`src/verilog/god_pkg.sv`:
```
// Package: opcodes, field positions, reset values and carrier types
package god_pkg;

    // ********************************************************************
    // Opcodes
    // ********************************************************************
    localparam logic [7:0] OP_ADDR_MODE   = 8'h20;
    localparam logic [7:0] OP_COL_WIN     = 8'h21;
    localparam logic [7:0] OP_ROW_WIN     = 8'h22;
    localparam logic [7:0] OP_PORTRAIT    = 8'h25;
    localparam logic [6:0] OP_COL_REMAP_H = 7'h50;   // A0h/A1h >> 1
    localparam logic [7:0] OP_START_LINE  = 8'hA2;
    localparam logic [1:0] OP_SL_SHORT_H  = 2'h1;    // 40h..7Fh top bits
    localparam logic [6:0] OP_ALL_ON_H    = 7'h52;   // A4h/A5h
    localparam logic [6:0] OP_INVERSE_H   = 7'h53;   // A6h/A7h
    localparam logic [7:0] OP_MUX         = 8'hA8;
    localparam logic [7:0] OP_REFERENCE_CURRENT        = 8'hAD;
    localparam logic [6:0] OP_DISP_ON_H   = 7'h57;   // AEh/AFh
    localparam logic [7:0] OP_PRECHARGE   = 8'hBC;
    localparam logic [7:0] OP_GRAY_TABLE  = 8'hBE;
    localparam logic [7:0] OP_GRAY_LINEAR = 8'hBF;
    localparam logic [7:0] OP_SCAN_DIR_A  = 8'hC0;
    localparam logic [7:0] OP_SCAN_DIR_B  = 8'hC8;
    localparam logic [7:0] OP_OFFSET      = 8'hD3;
    localparam logic [7:0] OP_CLK_DIV     = 8'hD5;
    localparam logic [7:0] OP_PHASE       = 8'hD9;
    localparam logic [7:0] OP_PIN_CFG     = 8'hDA;
    localparam logic [7:0] OP_LOCK        = 8'hFD;

    // ********************************************************************
    // Field positions and limits
    // ********************************************************************
    localparam int         BIT_SEL       = 0;
    localparam int         BIT_REFERENCE_CURRENT      = 4;
    localparam int         BIT_ODD_EVEN  = 4;
    localparam int         BIT_LR_SWAP   = 5;
    localparam int         BIT_LOCK      = 2;
    localparam int         BIT_SCAN      = 3;
    localparam logic [7:0] COL_MAX       = 8'h4F;   // 79
    localparam logic [7:0] ROW_MAX       = 8'h9F;   // 159
    localparam logic [7:0] MUX_MIN       = 8'h0F;   // 15
    localparam int         GRAY_LEVELS   = 15;
    localparam logic [6:0] GRAY_STEP     = 7'h04;

    // ********************************************************************
    // Reset values
    // ********************************************************************
    localparam logic [7:0] RST_ZERO      = 8'h00;
    localparam logic [4:0] RST_PRECHARGE = 5'h1E;
    localparam logic [3:0] RST_CLK_DIV   = 4'h1;
    localparam logic [3:0] RST_OSC       = 4'h4;
    localparam logic [3:0] RST_PHASE1    = 4'h2;
    localparam logic [3:0] RST_PHASE2    = 4'h7;

    // ********************************************************************
    // Types
    // ********************************************************************
    typedef enum logic [2:0] {
        GOD_IDLE  = 3'b000,
        GOD_PARM1 = 3'b001,
        GOD_PARM2 = 3'b010,
        GOD_GRAY  = 3'b011
    } god_state_e;

    // Display settings carried out of the decoder
    typedef struct packed {
        logic       vertical;
        logic       portrait;
        logic [7:0] col_start;
        logic [7:0] col_end;
        logic [7:0] row_start;
        logic [7:0] row_end;
        logic       col_remap;
        logic [7:0] start_line;
        logic       all_on;
        logic       inverse;
        logic [7:0] mux_ratio;
        logic       reference_current_internal;
        logic       display_on;
        logic [4:0] precharge;
        logic       scan_reverse;
        logic [7:0] offset;
        logic [3:0] clk_div;
        logic [3:0] osc_freq;
        logic [3:0] phase1;
        logic [3:0] phase2;
        logic       odd_even;
        logic       lr_swap;
        logic       locked;
    } god_cfg_s;

endpackage : god_pkg

```
`src/verilog/god_cmd_decoder.sv`:
```
// Command decoder and settings store for a gray-scale matrix display
// Operation
// - Command-select low with write strobe: byte is opcode or parameter.
// - 20h parameter bit 0 picks horizontal or vertical addressing.
// - 21h sets column window start and end, 0 to 79.
// - 22h sets row window start and end, 0 to 159.
// - Row window write loads row pointer; unlocked vertical mode advances, wraps.
// - 25h parameter bit 0 picks normal or portrait addressing.
// - A0h/A1h set column remap from opcode bit 0.
// - A2h parameter loads display start line, reset zero.
// - 40h-7Fh set start line to low six opcode bits.
// - A4h follows RAM, A5h forces all pixels fully on.
// - A6h normal, A7h inverse gray levels.
// - A8h sets multiplex ratio N+1; values 0 to 14 invalid.
// - ADh bit 4 chooses external or internal reference current.
// - AEh display off, AFh display on.
// - BCh low five bits set pre-charge level, reset 11110b.
// - BEh then fifteen bytes load gray level pulse widths 1 to 15.
// - BFh reloads linear table, level n gets 4n.
// - C0h/C8h bit 3 sets row scan direction.
// - D3h sets vertical display offset 0 to 159.
// - D5h low nibble clock divide, high nibble oscillator code.
// - D9h nibbles set phase 1 and 2 lengths; zero invalid.
// - DAh bit 4 odd/even layout, bit 5 left/right swap.
// - FDh bit 2 locks; while locked only FDh is accepted.
`timescale 1ns/100ps
module god_cmd_decoder (
    // Clock and reset
    input  wire logic              ref_clk_i,
    input  wire logic              rst_n_i,
    // Host byte port
    input  wire logic              dc_sel_i,      // 0 = command byte
    input  wire logic              wr_stb_i,      // one cycle per byte
    input  wire logic [7:0]        wr_data_i,
    // Display RAM row stepping
    input  wire logic              row_done_i,    // one row finished
    // Gray table lookup
    input  wire logic [3:0]        gray_idx_i,
    output logic      [6:0]        gray_width_o,
    // Settings
    output god_pkg::god_cfg_s      cfg_o,
    output logic      [7:0]        row_ptr_o,
    output logic                   busy_o         // parameter pending
);
    import god_pkg::*;

    god_state_e  state_r;
    logic [7:0]  opcode_r;
    logic [7:0]  first_r;
    logic [3:0]  gray_cnt_r;
    logic        cmd_byte;
    logic        opc_stb;
    logic        par_stb;
    logic        gray_wr;
    logic        gray_lin;

    // ********************************************************************
    // Byte classification
    // ********************************************************************
    // Data bytes (select high) are RAM traffic and never reach here
    assign cmd_byte = wr_stb_i && !dc_sel_i;
    assign opc_stb  = cmd_byte && (state_r == GOD_IDLE);
    assign par_stb  = cmd_byte && (state_r != GOD_IDLE);

    // State entered after each opcode; one- and two-parameter opcodes both enter GOD_PARM1
    function automatic god_state_e after_opcode(input logic [7:0] op);
        god_state_e nx;
        nx = GOD_IDLE;
        case (op)
            OP_ADDR_MODE, OP_PORTRAIT, OP_START_LINE, OP_MUX, OP_REFERENCE_CURRENT,
            OP_PRECHARGE, OP_OFFSET, OP_CLK_DIV, OP_PHASE, OP_PIN_CFG,
            OP_LOCK, OP_COL_WIN, OP_ROW_WIN: nx = GOD_PARM1;
            OP_GRAY_TABLE:                   nx = GOD_GRAY;
            default:                         nx = GOD_IDLE;
        endcase
        return nx;
    endfunction

    // ********************************************************************
    // Sequencer
    // ********************************************************************
    // Opcodes arriving while locked are dropped unless they are the unlock
    always_ff @(posedge ref_clk_i or negedge rst_n_i) begin
        if (!rst_n_i) begin
            state_r    <= GOD_IDLE;
            opcode_r   <= RST_ZERO;
            first_r    <= RST_ZERO;
            gray_cnt_r <= 4'h0;
        end else if (opc_stb) begin
            opcode_r   <= wr_data_i;
            gray_cnt_r <= 4'h1;
            if (!cfg_o.locked || wr_data_i == OP_LOCK) begin
                state_r <= after_opcode(wr_data_i);
            end
        end else if (par_stb) begin
            first_r <= wr_data_i;
            case (state_r)
                GOD_PARM1: begin
                    if (opcode_r == OP_COL_WIN || opcode_r == OP_ROW_WIN) begin
                        state_r <= GOD_PARM2;
                    end else begin
                        state_r <= GOD_IDLE;
                    end
                end
                GOD_PARM2: state_r <= GOD_IDLE;
                GOD_GRAY: begin
                    gray_cnt_r <= gray_cnt_r + 4'h1;
                    if (gray_cnt_r == 4'(GRAY_LEVELS)) begin
                        state_r <= GOD_IDLE;
                    end
                end
                default: state_r <= GOD_IDLE;
            endcase
        end
    end

    // ********************************************************************
    // Single-byte opcodes
    // ********************************************************************
    wire accept = opc_stb && !cfg_o.locked;

    always_ff @(posedge ref_clk_i or negedge rst_n_i) begin
        if (!rst_n_i) begin
            cfg_o.col_remap    <= 1'b0;
            cfg_o.all_on       <= 1'b0;
            cfg_o.inverse      <= 1'b0;
            cfg_o.display_on   <= 1'b0;
            cfg_o.scan_reverse <= 1'b0;
        end else if (accept) begin
            if (wr_data_i[7:1] == OP_COL_REMAP_H) begin
                cfg_o.col_remap <= wr_data_i[BIT_SEL];
            end
            if (wr_data_i[7:1] == OP_ALL_ON_H) begin
                cfg_o.all_on <= wr_data_i[BIT_SEL];
            end
            if (wr_data_i[7:1] == OP_INVERSE_H) begin
                cfg_o.inverse <= wr_data_i[BIT_SEL];
            end
            if (wr_data_i[7:1] == OP_DISP_ON_H) begin
                cfg_o.display_on <= wr_data_i[BIT_SEL];
            end
            if (wr_data_i == OP_SCAN_DIR_A || wr_data_i == OP_SCAN_DIR_B) begin
                cfg_o.scan_reverse <= wr_data_i[BIT_SCAN];
            end
        end
    end

    // ********************************************************************
    // One-parameter settings
    // ********************************************************************
    wire p1 = par_stb && state_r == GOD_PARM1;

    always_ff @(posedge ref_clk_i or negedge rst_n_i) begin
        if (!rst_n_i) begin
            cfg_o.vertical      <= 1'b0;
            cfg_o.portrait      <= 1'b0;
            cfg_o.start_line    <= RST_ZERO;
            cfg_o.mux_ratio     <= ROW_MAX;
            cfg_o.reference_current_internal <= 1'b0;
            cfg_o.precharge     <= RST_PRECHARGE;
            cfg_o.offset        <= RST_ZERO;
            cfg_o.clk_div       <= RST_CLK_DIV;
            cfg_o.osc_freq      <= RST_OSC;
            cfg_o.phase1        <= RST_PHASE1;
            cfg_o.phase2        <= RST_PHASE2;
            cfg_o.odd_even      <= 1'b1;
            cfg_o.lr_swap       <= 1'b0;
            cfg_o.locked        <= 1'b0;
        end else if (accept && wr_data_i[7:6] == OP_SL_SHORT_H) begin
            cfg_o.start_line <= {2'b00, wr_data_i[5:0]};
        end else if (p1) begin
            case (opcode_r)
                OP_ADDR_MODE: cfg_o.vertical <= wr_data_i[BIT_SEL];
                OP_PORTRAIT:  cfg_o.portrait <= wr_data_i[BIT_SEL];
                OP_START_LINE: begin
                    if (wr_data_i <= ROW_MAX) begin
                        cfg_o.start_line <= wr_data_i;
                    end
                end
                OP_MUX: begin
                    if (wr_data_i >= MUX_MIN && wr_data_i <= ROW_MAX) begin
                        cfg_o.mux_ratio <= wr_data_i;
                    end
                end
                OP_REFERENCE_CURRENT: cfg_o.reference_current_internal <= wr_data_i[BIT_REFERENCE_CURRENT];
                OP_PRECHARGE: cfg_o.precharge <= wr_data_i[4:0];
                OP_OFFSET: begin
                    if (wr_data_i <= ROW_MAX) begin
                        cfg_o.offset <= wr_data_i;
                    end
                end
                OP_CLK_DIV: begin
                    cfg_o.clk_div  <= wr_data_i[3:0];
                    cfg_o.osc_freq <= wr_data_i[7:4];
                end
                OP_PHASE: begin
                    if (wr_data_i[3:0] != 4'h0 && wr_data_i[7:4] != 4'h0) begin
                        cfg_o.phase1 <= wr_data_i[3:0];
                        cfg_o.phase2 <= wr_data_i[7:4];
                    end
                end
                OP_PIN_CFG: begin
                    cfg_o.odd_even <= wr_data_i[BIT_ODD_EVEN];
                    cfg_o.lr_swap  <= wr_data_i[BIT_LR_SWAP];
                end
                OP_LOCK: cfg_o.locked <= wr_data_i[BIT_LOCK];
                default: ;
            endcase
        end
    end

    // ********************************************************************
    // Two-parameter windows and row pointer
    // ********************************************************************
    // Both bytes must be in range or the whole window is kept
    wire p2 = par_stb && state_r == GOD_PARM2;

    always_ff @(posedge ref_clk_i or negedge rst_n_i) begin
        if (!rst_n_i) begin
            cfg_o.col_start <= RST_ZERO;
            cfg_o.col_end   <= COL_MAX;
            cfg_o.row_start <= RST_ZERO;
            cfg_o.row_end   <= ROW_MAX;
            row_ptr_o       <= RST_ZERO;
        end else if (p2 && opcode_r == OP_COL_WIN) begin
            if (first_r <= COL_MAX && wr_data_i <= COL_MAX) begin
                cfg_o.col_start <= first_r;
                cfg_o.col_end   <= wr_data_i;
            end
        end else if (p2 && opcode_r == OP_ROW_WIN) begin
            if (first_r <= ROW_MAX && wr_data_i <= ROW_MAX) begin
                cfg_o.row_start <= first_r;
                cfg_o.row_end   <= wr_data_i;
                row_ptr_o       <= first_r;
            end
        end else if (row_done_i && cfg_o.vertical && !cfg_o.locked) begin
            if (row_ptr_o == cfg_o.row_end) begin
                row_ptr_o <= cfg_o.row_start;
            end else begin
                row_ptr_o <= row_ptr_o + 8'h01;
            end
        end
    end

    // Busy while an opcode waits for parameters
    always_ff @(posedge ref_clk_i or negedge rst_n_i) begin
        if (!rst_n_i) begin
            busy_o <= 1'b0;
        end else if (opc_stb) begin
            busy_o <= (!cfg_o.locked || wr_data_i == OP_LOCK)
                      && after_opcode(wr_data_i) != GOD_IDLE;
        end else if (par_stb) begin
            busy_o <= !(state_r == GOD_PARM2
                      || (state_r == GOD_PARM1 && opcode_r != OP_COL_WIN
                          && opcode_r != OP_ROW_WIN)
                      || (state_r == GOD_GRAY
                          && gray_cnt_r == 4'(GRAY_LEVELS)));
        end
    end

    // ********************************************************************
    // Gray table
    // ********************************************************************
    assign gray_wr  = par_stb && state_r == GOD_GRAY;
    assign gray_lin = accept && wr_data_i == OP_GRAY_LINEAR;

    god_gray_table #(
        .LEVELS (GRAY_LEVELS),
        .WIDTH  (7)
    ) u_gray (
        .ref_clk_i (ref_clk_i),
        .rst_n_i   (rst_n_i),
        .wr_en_i   (gray_wr),
        .wr_idx_i  (gray_cnt_r),
        .wr_data_i (wr_data_i[6:0]),
        .linear_i  (gray_lin),
        .rd_idx_i  (gray_idx_i),
        .rd_data_o (gray_width_o)
    );
endmodule : god_cmd_decoder

```
`src/verilog/god_gray_table.sv`:
```
// Gray level pulse-width table with registered read port
`timescale 1ns/100ps
module god_gray_table #(
    parameter int LEVELS = 15,
    parameter int WIDTH  = 7
) (
    // Clock and reset
    input  wire logic                      ref_clk_i,
    input  wire logic                      rst_n_i,
    // Write side
    input  wire logic                      wr_en_i,
    input  wire logic [3:0]                wr_idx_i,
    input  wire logic [WIDTH-1:0]          wr_data_i,
    input  wire logic                      linear_i,
    // Read side
    input  wire logic [3:0]                rd_idx_i,
    output logic      [WIDTH-1:0]          rd_data_o
);
    import god_pkg::*;

    logic [WIDTH-1:0] mem_r [1:LEVELS];

    // ********************************************************************
    // Storage; linear reload has priority over a single write
    // ********************************************************************
    always_ff @(posedge ref_clk_i or negedge rst_n_i) begin
        if (!rst_n_i) begin
            for (int i = 1; i <= LEVELS; i++) begin
                mem_r[i] <= WIDTH'(i * GRAY_STEP);
            end
        end else if (linear_i) begin
            for (int i = 1; i <= LEVELS; i++) begin
                mem_r[i] <= WIDTH'(i * GRAY_STEP);
            end
        end else if (wr_en_i) begin
            mem_r[wr_idx_i] <= wr_data_i;
        end
    end

    // Registered read; level 0 always has no pulse
    always_ff @(posedge ref_clk_i or negedge rst_n_i) begin
        if (!rst_n_i) begin
            rd_data_o <= '0;
        end else if (rd_idx_i == 4'h0) begin
            rd_data_o <= '0;
        end else begin
            rd_data_o <= mem_r[rd_idx_i];
        end
    end

endmodule : god_gray_table

```
`config.mk`:
```
export PLATFORM = sky130hd
export DESIGN_NAME = god_cmd_decoder
export DESIGN_NICKNAME = d
export VERILOG_FILES = /design/src/verilog/god_pkg.sv /design/src/verilog/god_cmd_decoder.sv /design/src/verilog/god_gray_table.sv
export SDC_FILE = /design/constraint.sdc
export NUM_CORES = 1
export LEC_CHECK = 0
export BUFFER_PORTS_ARGS = -buffer_cell sky130_fd_sc_hd__buf_2
export CORE_UTILIZATION = 40
export CTS_BUF_LIST = sky130_fd_sc_hd__clkbuf_8
export DETAILED_ROUTE_END_ITERATION = 6
export PLACE_DENSITY = 0.59
export SLEW_MARGIN = 20
export SYNTH_ARGS = -nofsm -noshare
export SYNTH_HDL_FRONTEND = slang
export SYNTH_SLANG_ARGS = --single-unit
```
`constraint.sdc`:
```
create_clock -name ref_clk_i -period 4.91 [get_ports ref_clk_i]
set_clock_uncertainty 0.2 [all_clocks]
set_input_delay 1.2275 -clock ref_clk_i [delete_from_list [all_inputs] [get_ports ref_clk_i]]
set_output_delay 1.2275 -clock ref_clk_i [all_outputs]
set_load 0.02 [all_outputs]
```
==> results.json <==
{
  "status": "complete, no violations",
  "timing.final.crit_period_ns": 3.28,
  "grt_util_all_layers": 0.217,
  "fmaxAchievable_mhz": 305,
  "num-fill-cells": 2566,
  "worst_slew_margin_rel": 0.407,
  "synth-xor-area-share": 0.0125,
  "number_of_cells_in_the_design_after_placement": 1463,
  "seq_power_share": 0.488,
  "slew_viol_final": 0,
  "synth_top_flop_cell": "sky130_fd_sc_hd__dfrtp_1",
  "maxCapViolations": 0,
  "power_switching_w": 0.00133,
  "cts_root_buf": "sky130_fd_sc_hd__clkbuf_8",
  "timing.rr.end": "u_gray.mem_r[73]",
  "areaGrowthSynthToFinish_pct": 14.7,
  "layout.cells.most_common": "sky130_fd_sc_hd__dfrtp_1",
  "nets_in_the_synthesized_netlist": 1052,
  "antenna_cells": 0,
  "core_area_mm2": 0.0273,
  "die-area_mm2": 0.0287,
  "h-tree-depth": 2,
  "i_o_pin_cnt": 121,
  "drt-initial-drc-count": 647,
  "synth.area.mux_share": 0.169,
  "layout_net_count": 1155,
  "worst_ir_drop_vdd_uv": 224,
  "report.final.setup_viol": 0,
  "final.period_utilization": 0.669,
  "edff_count_synth": 0,
  "synth_compound_gate_area_share": 0.0718,
  "finalHoldViolCount": 0,
  "clock_insertion_delay_worst_skew_ns": 0.56,
  "critical_path.startpoint": "wr_data_i[4]",
  "cts-buffers-inserted": 40,
  "finish.cell_count_without_fillers": 1537,
  "floorplan.rows": 60,
  "overflow": 0,
  "synth.yosys.warnings": 0,
  "grt_first_pass_wirelength_mm": 49.0,
  "synth.distinct_cells": 71,
  "layout-drive-gt1-share": 0.331,
  "drc": 0,
  "clkTransAtPathRegs_ns": 0.05,
  "cts_resized": 0,
  "synth_top_family_by_area": "simple AND/OR/NAND/NOR gates",
  "worst_slew_pin_slew_ns": 0.886,
  "clockPowerShare": 0.380,
  "share_of_synthesized_registers_carrying_an_async_set_or_reset": 1.00,
  "cts.sink_count": 231,
  "p_int_w": 0.00323,
  "critical_path.startpoint_type": "primary input",
  "power.share.combinational": 0.132,
  "ctsLongestPathBuffers": 3,
  "viasPerCell": 5.44,
  "drt-total-wl_mm": 30.0,
  "initial_utilization": 0.412,
  "cts_tree": "built",
  "required_ns": 5.10,
  "synth-adder-area-share": 0.00557,
  "hp-class": "reg2reg",
  "r2r_cells": 6,
  "synthSimpleGateAreaFrac": 0.179,
  "min_delay_path_depth": 2,
  "place_congestion": 0.821,
  "critical_path.reg2reg.startpoint": "state_r[1]",
  "grt_setup_unrepaired": "false",
  "dp.final_hpwl_mm": 19.0,
  "die_x_um": 170,
  "worstPathArrival_ns": 3.48,
  "antenna_left": 0,
  "via_count": 8360,
  "layout.cells.most_common_list": "sky130_fd_sc_hd__dfrtp_1, sky130_fd_sc_hd__nand2_1, sky130_fd_sc_hd__buf_2",
  "synthesis.area_mm2": 0.0112,
  "synth_cells": 1030,
  "cts-hold-fix-buffers": 0,
  "portBuffers": 120,
  "post-cts-setup-buffers": 0,
  "grt_start_max_net_pins": 106,
  "detailedRoute.firstPassIterationCount": 5,
  "first_global_vias": 8540,
  "leakagePower_nw": 6.32,
  "reg2reg_slack_ns": 1.89,
  "grt_antenna_before_repair": 0,
  "crit_end": "u_gray.mem_r[73]",
  "p_per_area_mw_per_mm2": 354,
  "wl_per_cell_um": 19.5,
  "syn-mean-instance-area_um2": 10.9,
  "worst_setup_path_end_kind": "flip-flop",
  "postSynthRegisterBits": 231,
  "timing_worst_setup_path_type": "in2reg",
  "synth.yosys.seq_area_share": 0.522,
  "worstPathMaxFanout": 36,
  "die_h_um": 170,
  "timing.setup.tns_ns": 0,
  "switching_share": 0.291
}
power by group through the flow:
stage / clock network [W] / registers (W) / logic, W
after detailed placement: 0 / 0.00225 / 0.000606
after global routing: 0.00188 / 0.00225 / 0.000672
after floorplan: 0 / 0.00224 / 0.000383
after CTS: 0.00178 / 0.00222 / 0.000608
after global placement: 0 / 0.00225 / 0.000597
final: 0.00173 / 0.00223 / 0.000603
through the flow:
step           hold WS (ns)  instance area [um^2]  total power, W  worst slack, ns  utilization
2_1_floorplan         0.265                 11200         0.00263             1.97            -
3_3_place_gp          0.263                 12100         0.00285             1.14        0.443
3_5_place_dp          0.261                 12100         0.00286             1.09        0.443
4_1_cts               0.269                 12900         0.00461             1.66        0.472
5_1_grt               0.296                 12900         0.00480             1.53        0.472
6_report              0.268                 12900         0.00456             1.63        0.472
Yosys cell counts (11+ instances only):
library cell | count | area, um^2
sky130_fd_sc_hd__clkbuf_1 | 48 | 180
sky130_fd_sc_hd__nand2_1 | 166 | 623
sky130_fd_sc_hd__nor2_1 | 59 | 221
sky130_fd_sc_hd__buf_2 | 17 | 85.1
sky130_fd_sc_hd__dfstp_2 | 60 | 1580
sky130_fd_sc_hd__xnor2_1 | 13 | 114
sky130_fd_sc_hd__nand3_1 | 88 | 440
sky130_fd_sc_hd__dfrtp_1 | 171 | 4280
sky130_fd_sc_hd__o21ai_0 | 28 | 140
sky130_fd_sc_hd__nand4_1 | 11 | 68.8
sky130_fd_sc_hd__mux2i_1 | 39 | 390
sky130_fd_sc_hd__a21oi_1 | 60 | 300
sky130_fd_sc_hd__mux2_2 | 87 | 980
sky130_fd_sc_hd__mux4_2 | 23 | 518
sequential cells by signal (all words and copies together) (netlist names):
signal and count:
u_gray.rd_data_o 7, first_r 8, opcode_r 8, row_ptr_o 8, cfg_o 88, gray_cnt_r 4
busy_o 1, u_gray.mem_r 105, state_r 2
cells by family after synthesis:
| logic type | count (synthesis) |
|---|---|
| flops | 231 |
| compound gates | 135 |
| buf+inv | 91 |
| fa+ha+maj | 5 |
| simple gates | 402 |
| mux | 150 |
| xor+xnor | 16 |
layout make-up:
type,instances,area (um^2),area share
Multi-Input combinational cell,708,4920,0.382
Timing Repair Buffer,141,781,0.0607
Clock buffer,51,702,0.0545
Sequential cell,231,5860,0.455
Clock inverter,23,106,0.00826
Tap cell,372,465,0.0362
Inverter,11,41.3,0.00321
layer usage:
layer,vias to the layer above,track usage,routed length (um)
met5,-,0,0
met4,0,0.0717,741
met1,4223,0.310,13900
met2,233,0.339,13900
met3,49,0.0345,1400
li1,3855,-,-
how the worst min path moves through the flow:
stage / start / end
after floorplan: u_gray.mem_r[86] / u_gray.mem_r[86]
after global placement: cfg_o[28] / cfg_o[28]
after detailed placement: cfg_o[56] / cfg_o[56]
after CTS: cfg_o[56] / cfg_o[56]
after global routing: cfg_o[56] / cfg_o[56]
final: cfg_o[56] / cfg_o[56]
worst max-delay path: stages:
cell                      delay (ns)
sky130_fd_sc_hd__buf_2          0.58
sky130_fd_sc_hd__and3_1         0.29
sky130_fd_sc_hd__nand2_1        0.09
sky130_fd_sc_hd__nor2_2         0.10
sky130_fd_sc_hd__and3_2         0.66
sky130_fd_sc_hd__buf_4          0.40
sky130_fd_sc_hd__a21oi_1        0.08
No activity file was read; power rests on OpenSTA's default activity.
